File: src/hw/irq_pwr_pkg.sv
// Package for the interrupt enable, priority and power mode block.
// Assumes a byte-wide special register port with one-cycle read latency.
package irq_pwr_pkg;
	// Special register offsets.
	localparam logic [7:0] IRQ_ENABLE_OFS    = 8'ha8;
	localparam logic [7:0] IRQ_PRIO_HIGH_OFS = 8'hb7;
	localparam logic [7:0] IRQ_PRIO_LOW_OFS  = 8'hb8;
	localparam logic [7:0] POWER_CTRL_OFS    = 8'h87;
	// Field positions.
	localparam int GLOBAL_GATE_POS  = 7;
	localparam int SERIAL_POS       = 4;
	localparam int TIMER1_POS       = 3;
	localparam int EXT1_POS         = 2;
	localparam int TIMER0_POS       = 1;
	localparam int EXT0_POS         = 0;
	localparam int CPU_SLEEP_POS    = 0;
	localparam int DEEP_SLEEP_POS   = 1;
	localparam int USER_FLAG0_POS   = 2;
	localparam int USER_FLAG1_POS   = 3;
	localparam int NUM_SRC          = 5;
	// Reset values.
	localparam logic [7:0] IRQ_ENABLE_RST = 8'h00;
	localparam logic [4:0] PRIO_RST       = 5'h00;
	localparam logic [7:0] POWER_CTRL_RST = 8'h00;
	// Oscillator settle time after a wake, in ns, and its cycle count.
	localparam int CLK_PERIOD_NS  = 10;
	localparam int OSC_SETTLE_NS  = 1000;
	localparam int OSC_SETTLE_CYC = (OSC_SETTLE_NS + CLK_PERIOD_NS - 1) / CLK_PERIOD_NS;
	// Register access request carried as one group.
	typedef struct packed {
		logic       wr;
		logic       rd;
		logic [7:0] addr;
		logic [7:0] wdata;
	} reg_req_t;
	// Power state, one-hot.
	typedef enum logic [3:0] {
		PWR_RUN   = 4'b0001,
		PWR_IDLE  = 4'b0010,
		PWR_DOWN  = 4'b0100,
		PWR_WAKE  = 4'b1000
	} pwr_state_t;
endpackage

File: src/hw/irq_pwr_ctrl.sv
// Interrupt enable, four-level priority and idle/power-down control.
// Assumes the CPU core drives the register port and reports handler entry/return.
//
// Overview of operation
// Global gate blocks all, else per-source enables
// Enable bits at fixed source positions
// Software never writes ones to reserved bits
// Enable register resets to zero
// Low priority bits per source, reset zero
// High priority bits pair with low bits
// Level is high:low, 3 highest
// Preempt lower only; highest level, fixed poll order
// Idle gates CPU clock, peripherals keep running
// Idle holds strobes high, state unchanged
// Enabled interrupt clears idle bit, serviced
// Reset of two machine cycles ends idle
// Power-down stops oscillator, keeps contents
// Only reset or enabled external pin wakes
// Wake signal applied after supply restored
// Low pin restarts oscillator, release completes exit
// First low restarts, first release completes
// Resume after instruction that entered power-down
// Reset exit reinitialises, interrupt exit keeps registers
// Both bits set behaves as power-down
// Deep sleep bit enters power-down, reset clears
// Wake level detected without clock
`timescale 1ns/10ps
`default_nettype none
module irq_pwr_ctrl
	import irq_pwr_pkg::*;
#(
	parameter int SETTLE_CYC = OSC_SETTLE_CYC
)
(
	// Clock, reset and enable.
	input  wire logic       CLK_I,
	input  wire logic       RST_B_I,
	input  wire logic       CE_I,
	// Special register port.
	input  wire logic [7:0] ADDR_I,
	input  wire logic [7:0] WDATA_I,
	input  wire logic       WR_I,
	input  wire logic       RD_I,
	output logic      [7:0] RDATA_O,
	// Interrupt sources, serial at bit 4 down to ext0 at bit 0.
	input  wire logic [4:0] SRC_REQ_I,
	// Active low external wake pins.
	input  wire logic       EXT_WAKE_PIN0_B_I,
	input  wire logic       EXT_WAKE_PIN1_B_I,
	// Handler handshake with the CPU core.
	input  wire logic       IRQ_ACK_I,
	input  wire logic       RETURN_FROM_IRQ_I,
	output logic            IRQ_REQ_O,
	output logic      [2:0] IRQ_ID_O,
	// Power outputs.
	output logic            CPU_CLK_EN_O,
	output logic            OSC_EN_O,
	output logic            STROBE_HOLD_O
);
	// Elaboration check: the settle counter is sixteen bits wide.
	if (SETTLE_CYC < 1 || SETTLE_CYC > 65535)
	begin : gen_bad_settle
		$error("SETTLE_CYC must lie between 1 and 65535");
	end

	// Bus request bundle.
	reg_req_t   req;
	// Software-visible registers.
	logic [7:0] ien_r, ien_nxt;
	logic [4:0] pl_r, pl_nxt;
	logic [4:0] ph_r, ph_nxt;
	logic [7:0] power_ctrl_reg_r, power_ctrl_reg_nxt;
	logic [7:0] rdata_r, rdata_nxt;
	// Stack of active handler levels, one bit per level.
	logic [3:0] act_r, act_nxt;
	logic       req_r, req_nxt;
	logic [2:0] id_r, id_nxt;
	// Power state and settle counter.
	pwr_state_t st_r, st_nxt;
	logic [15:0] cnt_r, cnt_nxt;
	logic       cpu_en_r, cpu_en_nxt;
	logic       osc_r, osc_nxt;
	logic       hold_r, hold_nxt;
	// Synchronised wake pins.
	logic [1:0] pin_s1_r, pin_s2_r;
	// Enabled pins seen low since the wake began; only these may complete the exit.
	logic [1:0] low_seen_r, low_seen_nxt;
	// Wake pins enabled through both the gate and their own bit.
	logic [1:0] wake_en;
	logic       osc_run;
	// Arbitration results.
	logic [4:0] pend;
	logic [1:0] lvl [NUM_SRC];
	logic [1:0] best_lvl;
	logic [2:0] best_id;
	logic       best_ok;
	logic [1:0] top_act;
	logic       any_act;

	assign req = '{wr: WR_I, rd: RD_I, addr: ADDR_I, wdata: WDATA_I};

	// Level decode per source.
	genvar g;
	generate
		for (g = 0; g < NUM_SRC; g++)
		begin : gen_lvl
			assign lvl[g] = {ph_r[g], pl_r[g]};
		end
	endgenerate

	// Gate each request by its own enable and the global gate.
	assign pend = ien_r[GLOBAL_GATE_POS] ? (SRC_REQ_I & ien_r[4:0]) : 5'h00;

	assign wake_en = {ien_r[EXT1_POS], ien_r[EXT0_POS]} & {2{ien_r[GLOBAL_GATE_POS]}};

	// Clockless wake detection path, armed only in power-down.
	wake_latch u_wake
	(
		.arm_i     (st_r == PWR_DOWN),
		.pin_n_i   ({EXT_WAKE_PIN1_B_I, EXT_WAKE_PIN0_B_I}),
		.en_i      (wake_en),
		.osc_run_o (osc_run)
	);

	// Arbitration: highest level first, then lowest index as the poll order.
	always_comb
	begin
		best_lvl = 2'h0;
		best_id  = 3'h0;
		best_ok  = 1'b0;
		top_act  = 2'h0;
		any_act  = |act_r;
		for (int i = 0; i < 4; i++)
			if (act_r[i])
				top_act = 2'(i);
		for (int i = NUM_SRC - 1; i >= 0; i--)
			if (pend[i] && (!best_ok || lvl[i] >= best_lvl))
			begin
				best_ok  = 1'b1;
				best_lvl = lvl[i];
				best_id  = 3'(i);
			end
		if (best_ok && any_act && best_lvl <= top_act)
			best_ok = 1'b0;
	end

	// Register file, handler tracking and power sequencing.
	always_comb
	begin
		ien_nxt    = ien_r;
		pl_nxt     = pl_r;
		ph_nxt     = ph_r;
		power_ctrl_reg_nxt   = power_ctrl_reg_r;
		rdata_nxt  = rdata_r;
		act_nxt    = act_r;
		req_nxt    = req_r;
		id_nxt     = id_r;
		st_nxt     = st_r;
		cnt_nxt    = cnt_r;
		low_seen_nxt = low_seen_r;
		// Writes; reserved bits of the enable and power registers are stored as written and software keeps them zero.
		if (req.wr)
		begin
			case (req.addr)
				IRQ_ENABLE_OFS:    ien_nxt  = req.wdata;
				IRQ_PRIO_LOW_OFS:  pl_nxt   = req.wdata[4:0];
				IRQ_PRIO_HIGH_OFS: ph_nxt   = req.wdata[4:0];
				POWER_CTRL_OFS:    power_ctrl_reg_nxt = req.wdata;
				default:           ;
			endcase
		end
		// Reads answer in the next cycle; unmapped reads return zero.
		if (req.rd)
		begin
			case (req.addr)
				IRQ_ENABLE_OFS:    rdata_nxt = ien_r;
				IRQ_PRIO_LOW_OFS:  rdata_nxt = {3'h0, pl_r};
				IRQ_PRIO_HIGH_OFS: rdata_nxt = {3'h0, ph_r};
				POWER_CTRL_OFS:    rdata_nxt = power_ctrl_reg_r;
				default:           rdata_nxt = 8'h00;
			endcase
		end
		// Request a handler until the core takes it.
		req_nxt = best_ok;
		if (best_ok)
			id_nxt = best_id;
		if (IRQ_ACK_I && req_r)
		begin
			act_nxt[lvl[id_r]] = 1'b1;
			req_nxt = 1'b0;
		end
		// A return retires the highest active level.
		if (RETURN_FROM_IRQ_I)
		begin
			for (int i = 0; i < 4; i++)
				if (act_r[i] && 2'(i) == top_act)
					act_nxt[i] = 1'b0;
		end
		// Power mode sequencing.
		case (st_r)
			PWR_RUN:
			begin
				if (power_ctrl_reg_r[DEEP_SLEEP_POS])
					st_nxt = PWR_DOWN;
				else if (power_ctrl_reg_r[CPU_SLEEP_POS])
					st_nxt = PWR_IDLE;
			end
			PWR_IDLE:
			begin
				if (best_ok)
				begin
					power_ctrl_reg_nxt[CPU_SLEEP_POS] = 1'b0;
					st_nxt = PWR_RUN;
				end
			end
			PWR_DOWN:
			begin
				cnt_nxt = 16'h0000;
				low_seen_nxt = 2'h0;
				if (osc_run)
					st_nxt = PWR_WAKE;
			end
			PWR_WAKE:
			begin
				if (cnt_r < 16'(SETTLE_CYC))
					cnt_nxt = cnt_r + 16'h0001;
				// Remember every enabled pin seen low, so a release during settling is not lost.
				low_seen_nxt = low_seen_r | (~pin_s2_r & wake_en);
				// First released pin after settling completes the exit.
				if (cnt_r >= 16'(SETTLE_CYC) && |(pin_s2_r & low_seen_r))
				begin
					power_ctrl_reg_nxt[DEEP_SLEEP_POS] = 1'b0;
					power_ctrl_reg_nxt[CPU_SLEEP_POS]  = 1'b0;
					st_nxt = PWR_RUN;
				end
			end
			default: st_nxt = PWR_RUN;
		endcase
	end

	// Output next values, all registered.
	always_comb
	begin
		cpu_en_nxt = (st_nxt == PWR_RUN);
		osc_nxt    = (st_nxt != PWR_DOWN);
		hold_nxt   = (st_nxt == PWR_IDLE);
	end

	// Registers; the reset exit reinitialises every special register.
	always_ff @(posedge CLK_I or negedge RST_B_I)
	begin
		if (!RST_B_I)
		begin
			ien_r      <= IRQ_ENABLE_RST;
			pl_r       <= PRIO_RST;
			ph_r       <= PRIO_RST;
			power_ctrl_reg_r     <= POWER_CTRL_RST;
			rdata_r    <= 8'h00;
			act_r      <= 4'h0;
			req_r      <= 1'b0;
			id_r       <= 3'h0;
			st_r       <= PWR_RUN;
			cnt_r      <= 16'h0000;
			cpu_en_r   <= 1'b1;
			osc_r      <= 1'b1;
			hold_r     <= 1'b0;
			pin_s1_r   <= 2'h3;
			pin_s2_r   <= 2'h3;
			low_seen_r <= 2'h0;
		end
		else if (CE_I)
		begin
			ien_r      <= ien_nxt;
			pl_r       <= pl_nxt;
			ph_r       <= ph_nxt;
			power_ctrl_reg_r     <= power_ctrl_reg_nxt;
			rdata_r    <= rdata_nxt;
			act_r      <= act_nxt;
			req_r      <= req_nxt;
			id_r       <= id_nxt;
			st_r       <= st_nxt;
			cnt_r      <= cnt_nxt;
			cpu_en_r   <= cpu_en_nxt;
			osc_r      <= osc_nxt;
			hold_r     <= hold_nxt;
			pin_s1_r   <= {EXT_WAKE_PIN1_B_I, EXT_WAKE_PIN0_B_I};
			pin_s2_r   <= pin_s1_r;
			low_seen_r <= low_seen_nxt;
		end
	end

	assign RDATA_O       = rdata_r;
	assign IRQ_REQ_O     = req_r;
	assign IRQ_ID_O      = id_r;
	assign CPU_CLK_EN_O  = cpu_en_r;
	assign OSC_EN_O      = osc_r;
	assign STROBE_HOLD_O = hold_r;

	// Gate closed means no request is raised.
	property p_gate;
		@(posedge CLK_I) disable iff (!RST_B_I)
		(CE_I && !ien_r[GLOBAL_GATE_POS]) |=> !req_r;
	endproperty
	a_gate: assert property (p_gate) else $error("request with gate closed");

	// A raised request names an enabled source.
	property p_enabled;
		@(posedge CLK_I) disable iff (!RST_B_I)
		(CE_I && best_ok) |-> (ien_r[GLOBAL_GATE_POS] && ien_r[best_id] && SRC_REQ_I[best_id]);
	endproperty
	a_enabled: assert property (p_enabled) else $error("disabled source requested");

	// The low priority register reads back with zero upper bits.
	property p_prio_read;
		@(posedge CLK_I) disable iff (!RST_B_I)
		(CE_I && req.rd && req.addr == IRQ_PRIO_LOW_OFS) |=> rdata_r == {3'h0, $past(pl_r)};
	endproperty
	a_prio_read: assert property (p_prio_read) else $error("low priority read wrong");

	// No request at or below the running level.
	property p_preempt;
		@(posedge CLK_I) disable iff (!RST_B_I)
		(CE_I && req_r && any_act) |-> lvl[id_r] > top_act;
	endproperty
	a_preempt: assert property (p_preempt) else $error("preempted equal level");

	// Idle holds the CPU clock off and strobes high.
	property p_idle;
		@(posedge CLK_I) disable iff (!RST_B_I)
		(CE_I && st_r == PWR_RUN && !power_ctrl_reg_r[DEEP_SLEEP_POS] && power_ctrl_reg_r[CPU_SLEEP_POS])
		|=> (!cpu_en_r && hold_r);
	endproperty
	a_idle: assert property (p_idle) else $error("idle entry wrong");

	// Idle ends when an enabled request appears.
	property p_idle_exit;
		@(posedge CLK_I) disable iff (!RST_B_I)
		(CE_I && st_r == PWR_IDLE && best_ok) |=> (!power_ctrl_reg_r[CPU_SLEEP_POS] && cpu_en_r);
	endproperty
	a_idle_exit: assert property (p_idle_exit) else $error("idle not left");

	// Power-down stops the oscillator.
	property p_down;
		@(posedge CLK_I) disable iff (!RST_B_I)
		(CE_I && st_r == PWR_RUN && power_ctrl_reg_r[DEEP_SLEEP_POS]) |=> !osc_r;
	endproperty
	a_down: assert property (p_down) else $error("oscillator not stopped");

	// Without an enabled low pin the device stays down.
	property p_stay_down;
		@(posedge CLK_I) disable iff (!RST_B_I)
		(CE_I && st_r == PWR_DOWN && !osc_run) |=> st_r == PWR_DOWN;
	endproperty
	a_stay_down: assert property (p_stay_down) else $error("spurious wake");

	// Exit clears both power bits.
	property p_exit_bits;
		@(posedge CLK_I) disable iff (!RST_B_I)
		(CE_I && st_r == PWR_WAKE && st_nxt == PWR_RUN) |=> power_ctrl_reg_r[1:0] == 2'h0;
	endproperty
	a_exit_bits: assert property (p_exit_bits) else $error("power bits not cleared");
endmodule
`default_nettype wire

File: src/hw/wake_latch.sv
// Clockless wake detector for the stopped oscillator.
// Assumes the wake pins are active low and the arm level is stable while stopped.
`timescale 1ns/10ps
`default_nettype none
module wake_latch
(
	// Arm and pins.
	input  wire logic       arm_i,
	input  wire logic [1:0] pin_n_i,
	input  wire logic [1:0] en_i,
	// Detection.
	output logic            osc_run_o
);
	// Pure gates: no clock runs in power-down, so the low level itself releases the oscillator.
	assign osc_run_o = ~arm_i | (|(en_i & ~pin_n_i));
endmodule
`default_nettype wire

File: config.mk
export PLATFORM = sky130hd
export DESIGN_NAME = irq_pwr_ctrl
export DESIGN_NICKNAME = d
export VERILOG_FILES = /design/src/hw/irq_pwr_pkg.sv /design/src/hw/irq_pwr_ctrl.sv /design/src/hw/wake_latch.sv
export SDC_FILE = /design/constraint.sdc
export NUM_CORES = 1
export LEC_CHECK = 0
export ABC_AREA = 1
export CAP_MARGIN = 20
export CORE_MARGIN = 4
export CORE_UTILIZATION = 64
export DETAILED_ROUTE_END_ITERATION = 10
export DONT_BUFFER_PORTS = 1
export HOLD_SLACK_MARGIN = 0.03
export PLACE_DENSITY = 0.8
export SLEW_MARGIN = 0
export SYNTH_ARGS = -nofsm -noshare
export SYNTH_HDL_FRONTEND = slang
export SYNTH_SLANG_ARGS = --single-unit
export TNS_END_PERCENT = 50
File: constraint.sdc
create_clock -name CLK_I -period 6.6 [get_ports CLK_I]
set_clock_uncertainty 0.2 [all_clocks]
set_input_delay 0.66 -clock CLK_I [delete_from_list [all_inputs] [get_ports CLK_I]]
set_output_delay 0.66 -clock CLK_I [all_outputs]
set_load 0.01 [all_outputs]
Yosys cells after proc, flatten, opt, wreduce, memory -nomap -nowiden:

Cells that the tools add are included.

* input bits: 30
* ROM bits: 0
* bits in writable memories: 0
* latch bits: 0
* memories: 0
* register bits after elaboration: 71
* output and inout port bits: 15
* word-level logic and storage cells: 137

* bitwise logic cells: 12
* shift-type cells: 0
* reductions and logical operators: 34
* muxes and demuxes: 48
* divide/modulo/power cells: 0
* $add $sub $neg: 1
* multiply operators: 0
* equality and inequality tests: 15
* order comparisons: 10

Operators with widths (number)
* 8-bit equality test (second input constant): 4
* 16-bit case mux with 2 select lines: 1
* 8-bit case mux with 4 select lines: 1
* 4-bit 2-to-1 mux: 7
* 2-bit 2-to-1 mux: 12
* 16-bit by 1-bit adder with 16-bit output (second input constant): 1
* 16-bit by 7-bit greater-or-equal comparator with 1-bit output (second input constant): 1
* 16-bit by 7-bit < comparator with 1-bit output (second input constant): 1
* 16-bit 2-to-1 mux: 1
* 4-bit case mux with 4 select lines: 1
* 1-bit 2-to-1 mux: 15
* 3-bit 2-to-1 mux: 5
* 3-bit AND reduction: 5
* 1-bit logical AND: 13
* 2-bit bitwise AND: 4
* 4-bit by 1-bit equality test with 1-bit output (second input constant): 2
* 4-bit by 2-bit equality test with 1-bit output (second input constant): 2
* 2-bit greater-or-equal comparator: 4
* 2-bit binary-select mux with 3-bit select: 1
* 2-bit AND reduction: 3
* 5-bit bitwise AND: 1
* 5-bit 2-to-1 mux: 1
* 2-bit equality test (first input constant): 2
* 4-bit by 3-bit equality test with 1-bit output (second input constant): 1
* other kinds (23): 31

Longest topological paths before layout:

* depth in word-level cells: 25
* mapped depth: 43
* depth with buffers taken out: 42

Cells and area by module:

Synthesis repeated with hierarchy kept, for this count alone.

* cell total of the unflattened synthesis: 521
* area total of the unflattened synthesis: 3983.8 sq um

Modules (own cells, without submodules)
* irq_pwr_ctrl: area each 3956.3 sq um, sequential area each 1785.5 sq um, cells each 516, instances 1
* wake_latch: area each 27.5 sq um, sequential area each 0.0 sq um, cells each 5, instances 1

Worst setup path after synthesis:

OpenSTA, ideal clock, no wires.

* path kind: in2reg
* start: in SRC_REQ_I[4]
* end: reg id_r[0] (netlist: IRQ_ID_O[0])
* stages on the path: 39
* required time: 6.274 ns
* library setup time: 0.126 ns
* data arrival time: 4.811 ns
* setup slack: 1.463 ns
* buffers on the path: 0
* cells stage by stage: nand3_2 > nor2_1 > ha_1 > o21ai_0 > nand2_1 > nand2_2 > nand2_1 > nand2_1 > ha_1 > inv_1 > nand2_1 > nand2_1 > nand3_1 > nand2_1 > nand3_1 > and2_1 > ha_1 > inv_1 > [3 not listed] > nand3_1 > nand2_1 > ha_1 > o21ai_0 > nand3_1 > nand2_1 > inv_1 > nand2_1 > nand2_1 > ha_1 > inv_1 > nor2_1 > o21ai_0 > o31ai_2 > nand3_2 > inv_2 > nand3_1 > o21ai_0

* cells in the longest elaborated chain, start to end: 23
* elaborated cells between the ends (all ways): 37
* those cells by class: order compare (5); mux (16); bitwise (1); reduce/logical (15)

RTL lines
* start, declared: RTL line irq_pwr_ctrl.sv:46 `input wire logic [4:0] SRC_REQ_I,`
* 5-bit bitwise AND *: RTL line irq_pwr_ctrl.sv:112 `assign pend = ien_r[GLOBAL_GATE_POS] ? (SRC_REQ_I & ien_r[4:0]) : 5'h00;`
* 5-bit 2-to-1 mux *: RTL line irq_pwr_ctrl.sv:112
* 2-bit 2-to-1 mux or 1-bit 2-to-1 mux (tied branches): RTL line irq_pwr_ctrl.sv:137 `if (pend[i] && (!best_ok || lvl[i] >= best_lvl))`
* 2-bit greater-or-equal comparator or 1-bit logical NOT (tied branches): RTL line irq_pwr_ctrl.sv:137
* 1-bit logical OR: RTL line irq_pwr_ctrl.sv:137
* 1-bit logical AND: RTL line irq_pwr_ctrl.sv:137
* 2-bit 2-to-1 mux or 1-bit 2-to-1 mux (tied branches): RTL line irq_pwr_ctrl.sv:137
* 2-bit greater-or-equal comparator or 1-bit logical NOT (tied branches): RTL line irq_pwr_ctrl.sv:137
* [7 not listed]
* 2-bit greater-or-equal comparator or 1-bit logical NOT (tied branches): RTL line irq_pwr_ctrl.sv:137
* 1-bit logical OR: RTL line irq_pwr_ctrl.sv:137
* 1-bit logical AND: RTL line irq_pwr_ctrl.sv:137
* 2-bit 2-to-1 mux or 1-bit 2-to-1 mux (tied branches): RTL line irq_pwr_ctrl.sv:137
* 2-bit less-or-equal comparator or 1-bit logical AND (tied branches): RTL line irq_pwr_ctrl.sv:143 `if (best_ok && any_act && best_lvl <= top_act)`
* 1-bit logical AND: RTL line irq_pwr_ctrl.sv:143
* 1-bit 2-to-1 mux: RTL line irq_pwr_ctrl.sv:143
* 2-bit AND reduction (no line)
* end signal, assigned: RTL line irq_pwr_ctrl.sv:280 `id_r <= id_nxt;`
* end, declared: RTL line irq_pwr_ctrl.sv:77 `logic [2:0] id_r, id_nxt;`

Mark *: on every way between the ends. The rest lies on a longest branch, timed or not.
A chain may end at the register's enable or synchronous reset.

Final worst setup path:

* start: reg ien_r[7]
* end: reg st_r[1]

* cells in the longest elaborated chain, start to end: 23
* elaborated cells between the ends (all ways): 38
* those cells by class: order compare (5); mux (15); bitwise (3); reduce/logical (15)

RTL lines
* start, declared: RTL line irq_pwr_ctrl.sv:69 `logic [7:0] ien_r, ien_nxt;`
* start signal, assigned: RTL line irq_pwr_ctrl.sv:273 `ien_r <= ien_nxt;`
* 5-bit 2-to-1 mux: RTL line irq_pwr_ctrl.sv:112
* 2-bit 2-to-1 mux or 1-bit 2-to-1 mux (tied branches): RTL line irq_pwr_ctrl.sv:137
* 2-bit greater-or-equal comparator or 1-bit logical NOT (tied branches): RTL line irq_pwr_ctrl.sv:137
* 1-bit logical OR: RTL line irq_pwr_ctrl.sv:137
* 1-bit logical AND: RTL line irq_pwr_ctrl.sv:137
* 2-bit 2-to-1 mux or 1-bit 2-to-1 mux (tied branches): RTL line irq_pwr_ctrl.sv:137
* 2-bit greater-or-equal comparator or 1-bit logical NOT (tied branches): RTL line irq_pwr_ctrl.sv:137
* 1-bit logical OR: RTL line irq_pwr_ctrl.sv:137
* [7 not listed]
* 1-bit logical OR: RTL line irq_pwr_ctrl.sv:137
* 1-bit logical AND: RTL line irq_pwr_ctrl.sv:137
* 2-bit 2-to-1 mux or 1-bit 2-to-1 mux (tied branches): RTL line irq_pwr_ctrl.sv:137
* 2-bit less-or-equal comparator or 1-bit logical AND (tied branches): RTL line irq_pwr_ctrl.sv:143
* 1-bit logical AND: RTL line irq_pwr_ctrl.sv:143
* 1-bit 2-to-1 mux: RTL line irq_pwr_ctrl.sv:143
* 4-bit 2-to-1 mux: RTL line irq_pwr_ctrl.sv:210 `if (best_ok)`
* 4-bit case mux with 4 select lines *: RTL line irq_pwr_ctrl.sv:200 `case (st_r)`
* end signal, assigned: RTL line irq_pwr_ctrl.sv:281 `st_r <= st_nxt;`
* end, declared: RTL line irq_pwr_ctrl.sv:79 `pwr_state_t st_r, st_nxt;`

Marked as above.

==> summary.txt <==
Clocking
  – Clock Root Buffer: clkbuf_8
  – Max Root-Sink Buffers: 2
  – CTS tree: done
  – H-tree lvl count: 3
  – Clk_lat worst skew: ~0.36 ns
  – Reg clk slew, reported paths: 0.09 ns
  – Total CTS buffers: 9
  – Clock sink count: between 70 and 80
  – Post-CTS setup repair buffer count: 0

Setup path
  – CP startpoint kind: register
  – WP buf/inv: 5
  – CP arrival: between 5 and 6 ns
  – CP Capture Type: register
  – Largest fanout on the critical path: 8
  – Slowest CP cell: dfrtp_1
  – Max incr delay on CP: around 0.60 ns
  – Delay-heaviest family, CP: simple AND/OR/NAND/NOR gates
  – CP Class: register to register
  – CP required: approximately 6.7 ns
  – Cell with the most instances on the worst path: nand2_1

Synthesis
  – Mapped Area: a little over 4000 um2
  – Syn Nets: about 550
  – Synthesized area per cell: ~8 um2
  – Cell variety after synth: 40
  – Post-synthesis sequential area ratio: 0.436
  – Yosys warns: 0
  – FF+latch count, synth: just over 70
  – Syn Inst Count: 512

GRT
  – Antenna violations before repair: 0
  – Total gr overflow: 0
  – Total Routing Usage GR: 0.262
  – Vias in the first global route: roughly 3400
  – Pin count of the biggest net entering global routing: around 70
  – Global-route wire length before repair: ~16 mm

Detailed routing
  – Wire length per cell: 15.3 um
  – 1st-iter DRT viols: 220
  – Routed length on met3: approximately 600 um
  – DR WL met2: 4.38 mm
  – Vias per cell: 5.75
  – Pre-antenna DRT Iters: 5
  – Metal-1 WL: approximately 3.8 mm
  – DRT Wirelength: roughly 9.1 mm
  – Antenna Nets Post-Route: 0
  – Top Metal Used: met4
  – DRC Markers: 0
  – Vias: between 3000 and 4000

Min path
  – Hold Crit Class: input pin to register

Outcome
  – Status: complete, no violations

Timing
  – Crit share post-route: 0.876
  – Setup TNS: 0 ns
  – Slew margin rel.: 0.546
  – Peak Freq: 173 MHz
  – Final setup fails: 0
  – Worst setup margin: about 0.8 ns
  – Final Hold Viols: 0
  – Unrepaired setup endpoints after global routing: no
  – Hold Slack: 0.180 ns
  – Worst slew pin tran: just under 0.7 ns
  – Min Tclk post-route: between 5 and 6 ns
  – Max-slew violations: 0

Floorplanning
  – Die span in x: between 80 and 90 um
  – Full die area: ~7700 um2
  – Initial Util: 0.676
  – Core box area: between 6000 and 7000 um2
  – Row count: 28
  – Number of top-level pins: 45
  – Die height: approximately 88 um

Job
  – Max_cap viols: 0

Power
  – Power Total: around 1.1 mW
  – Max IR drop VDD: between 150 and 200 uV
  – P_leak: around 2.2 nW
  – PwrDens: roughly 250 nW/um2

Place
  – Placer congestion estimate: 0.913
  – Port bufs: 0
  – DP Worst Slack: about 0.90 ns
  – Dpl hpwl: ~6.6 mm
  – Placed insts: 577

Layout
  – Final Non-Filler Cells: 595
  – Nets: around 560
  – Fillers: around 470
  – ANT cells: 0
  – Share of cells above drive strength 1: 0.156
  – Most frequent cells in the layout: nand2_1, inv_1, dfrtp_1, nand3_1, nor2_1
  – P&R area growth vs syn: 6.29%
  – Commonest non-fill, non-tap cell in the layout: nand2_1
Yosys cell counts (all sizes together):
cell,instances,share of area
dfrtp,64,0.39
a31oi,2,0.0031
dfstp,7,0.045
and2,2,0.0031
nand3,62,0.095
nor2,36,0.042
o21a,3,0.0055
xor2,4,0.0085
buf,8,0.017
a21oi,12,0.017
clkinv,3,0.0034
a21o,4,0.0073
o31ai,1,0.0031
nor3b,1,0.0046
nor3,6,0.013
o22ai,3,0.0046
nand2,141,0.14
clkbuf,2,0.0018
nand3b,1,0.0018
o21ai,55,0.080
xnor2,1,0.0021
ha,12,0.037
inv,75,0.069
o211ai,1,0.0018
nand4,6,0.0092
final cells by class:
type                    instances  area [um2]  share of cell area
clock buffers                   9         124              0.0284
clock inverters                 7        78.8              0.0181
inverters                      78         295              0.0678
multi-input cells             353        1940               0.446
flip-flops and latches         71        1790               0.410
well taps                      75        93.8              0.0215
repair buffers                  2        37.5             0.00862
path summary, 6_finish.rpt:
kind | end | slack, ns | cells after the start | startpoint
max in group asynchronous | pin_s2_r[1] | 5.22 | 2 | RST_B_I
hold / removal | pin_s2_r[1] | 0.18 | 1 | CE_I
setup reg to reg | st_r[1] | 0.82 | 41 | ien_r[7]
min in group asynchronous | ien_r[5] | 0.67 | 2 | RST_B_I
setup / recovery | st_r[1] | 0.82 | 41 | ien_r[7]
hold reg to reg | pin_s1_r[0] | 0.28 | 2 | pin_s1_r[0]
power breakdown:
group / total (mW) / switching, mW / internal (mW)
Sequential: 0.535 / 0.0450 / 0.490
Combinational: 0.196 / 0.130 / 0.0660
Clock: 0.361 / 0.183 / 0.178
worst reg2reg max path, delay by kind of cell, from the launching register on:
| kind | cells | cell delay (ns) |
|---|---|---|
| AND/OR/NAND/NOR | 24 | 2.28 |
| buffers and inverters | 5 | 0.37 |
| adder cells (fa/ha/maj) | 5 | 1.33 |
| flip-flops | 1 | 0.60 |
| AO/OA/AOI/OAI | 7 | 0.97 |
kinds of logic after synthesis:
kind of cell | Yosys count | synth area share
adder cells (fa/ha/maj) | 12 | 0.0366
flip-flops | 71 | 0.436
buffers and inverters | 88 | 0.0907
AND/OR/NAND/NOR | 255 | 0.304
XOR/XNOR | 5 | 0.0107
AO/OA/AOI/OAI | 81 | 0.123
metal layers:
metal	track usage	vias up
met3	0.0649	33
met4	0.103	0
met5	0	-
met2	0.423	121
met1	0.340	1609
li1	-	1658
flip-flops by register name, summed over array words and instances, names as in the netlist:
register / count
IRQ_ID_O: 3
st_r: 4
RDATA_O: 8
ien_r: 8
pin_s2_r: 2
OSC_EN_O: 1
CPU_CLK_EN_O: 1
pl_r: 5
act_r: 4
power_ctrl_reg_r: 8
pin_s1_r: 2
ph_r: 5
low_seen_r: 2
IRQ_REQ_O: 1
STROBE_HOLD_O: 1
cnt_r: 16
stage by stage:
step	utilization	area, um2
finish	0.719	4360
global route	0.719	4360
CTS	0.719	4360
detailed placement	0.679	4120
global placement	0.679	4120
floorplan	-	4100
repair_timing:
| item | 4_1_cts | 5_1_grt |
|---|---|---|
| hold buffers | 2 | 0 |
| endpoints found under the setup margin | 0 | 0 |
| resized for setup | 0 | 0 |
| endpoints found under the hold margin | 71 | 0 |
Power figures use the tool's default switching activity.
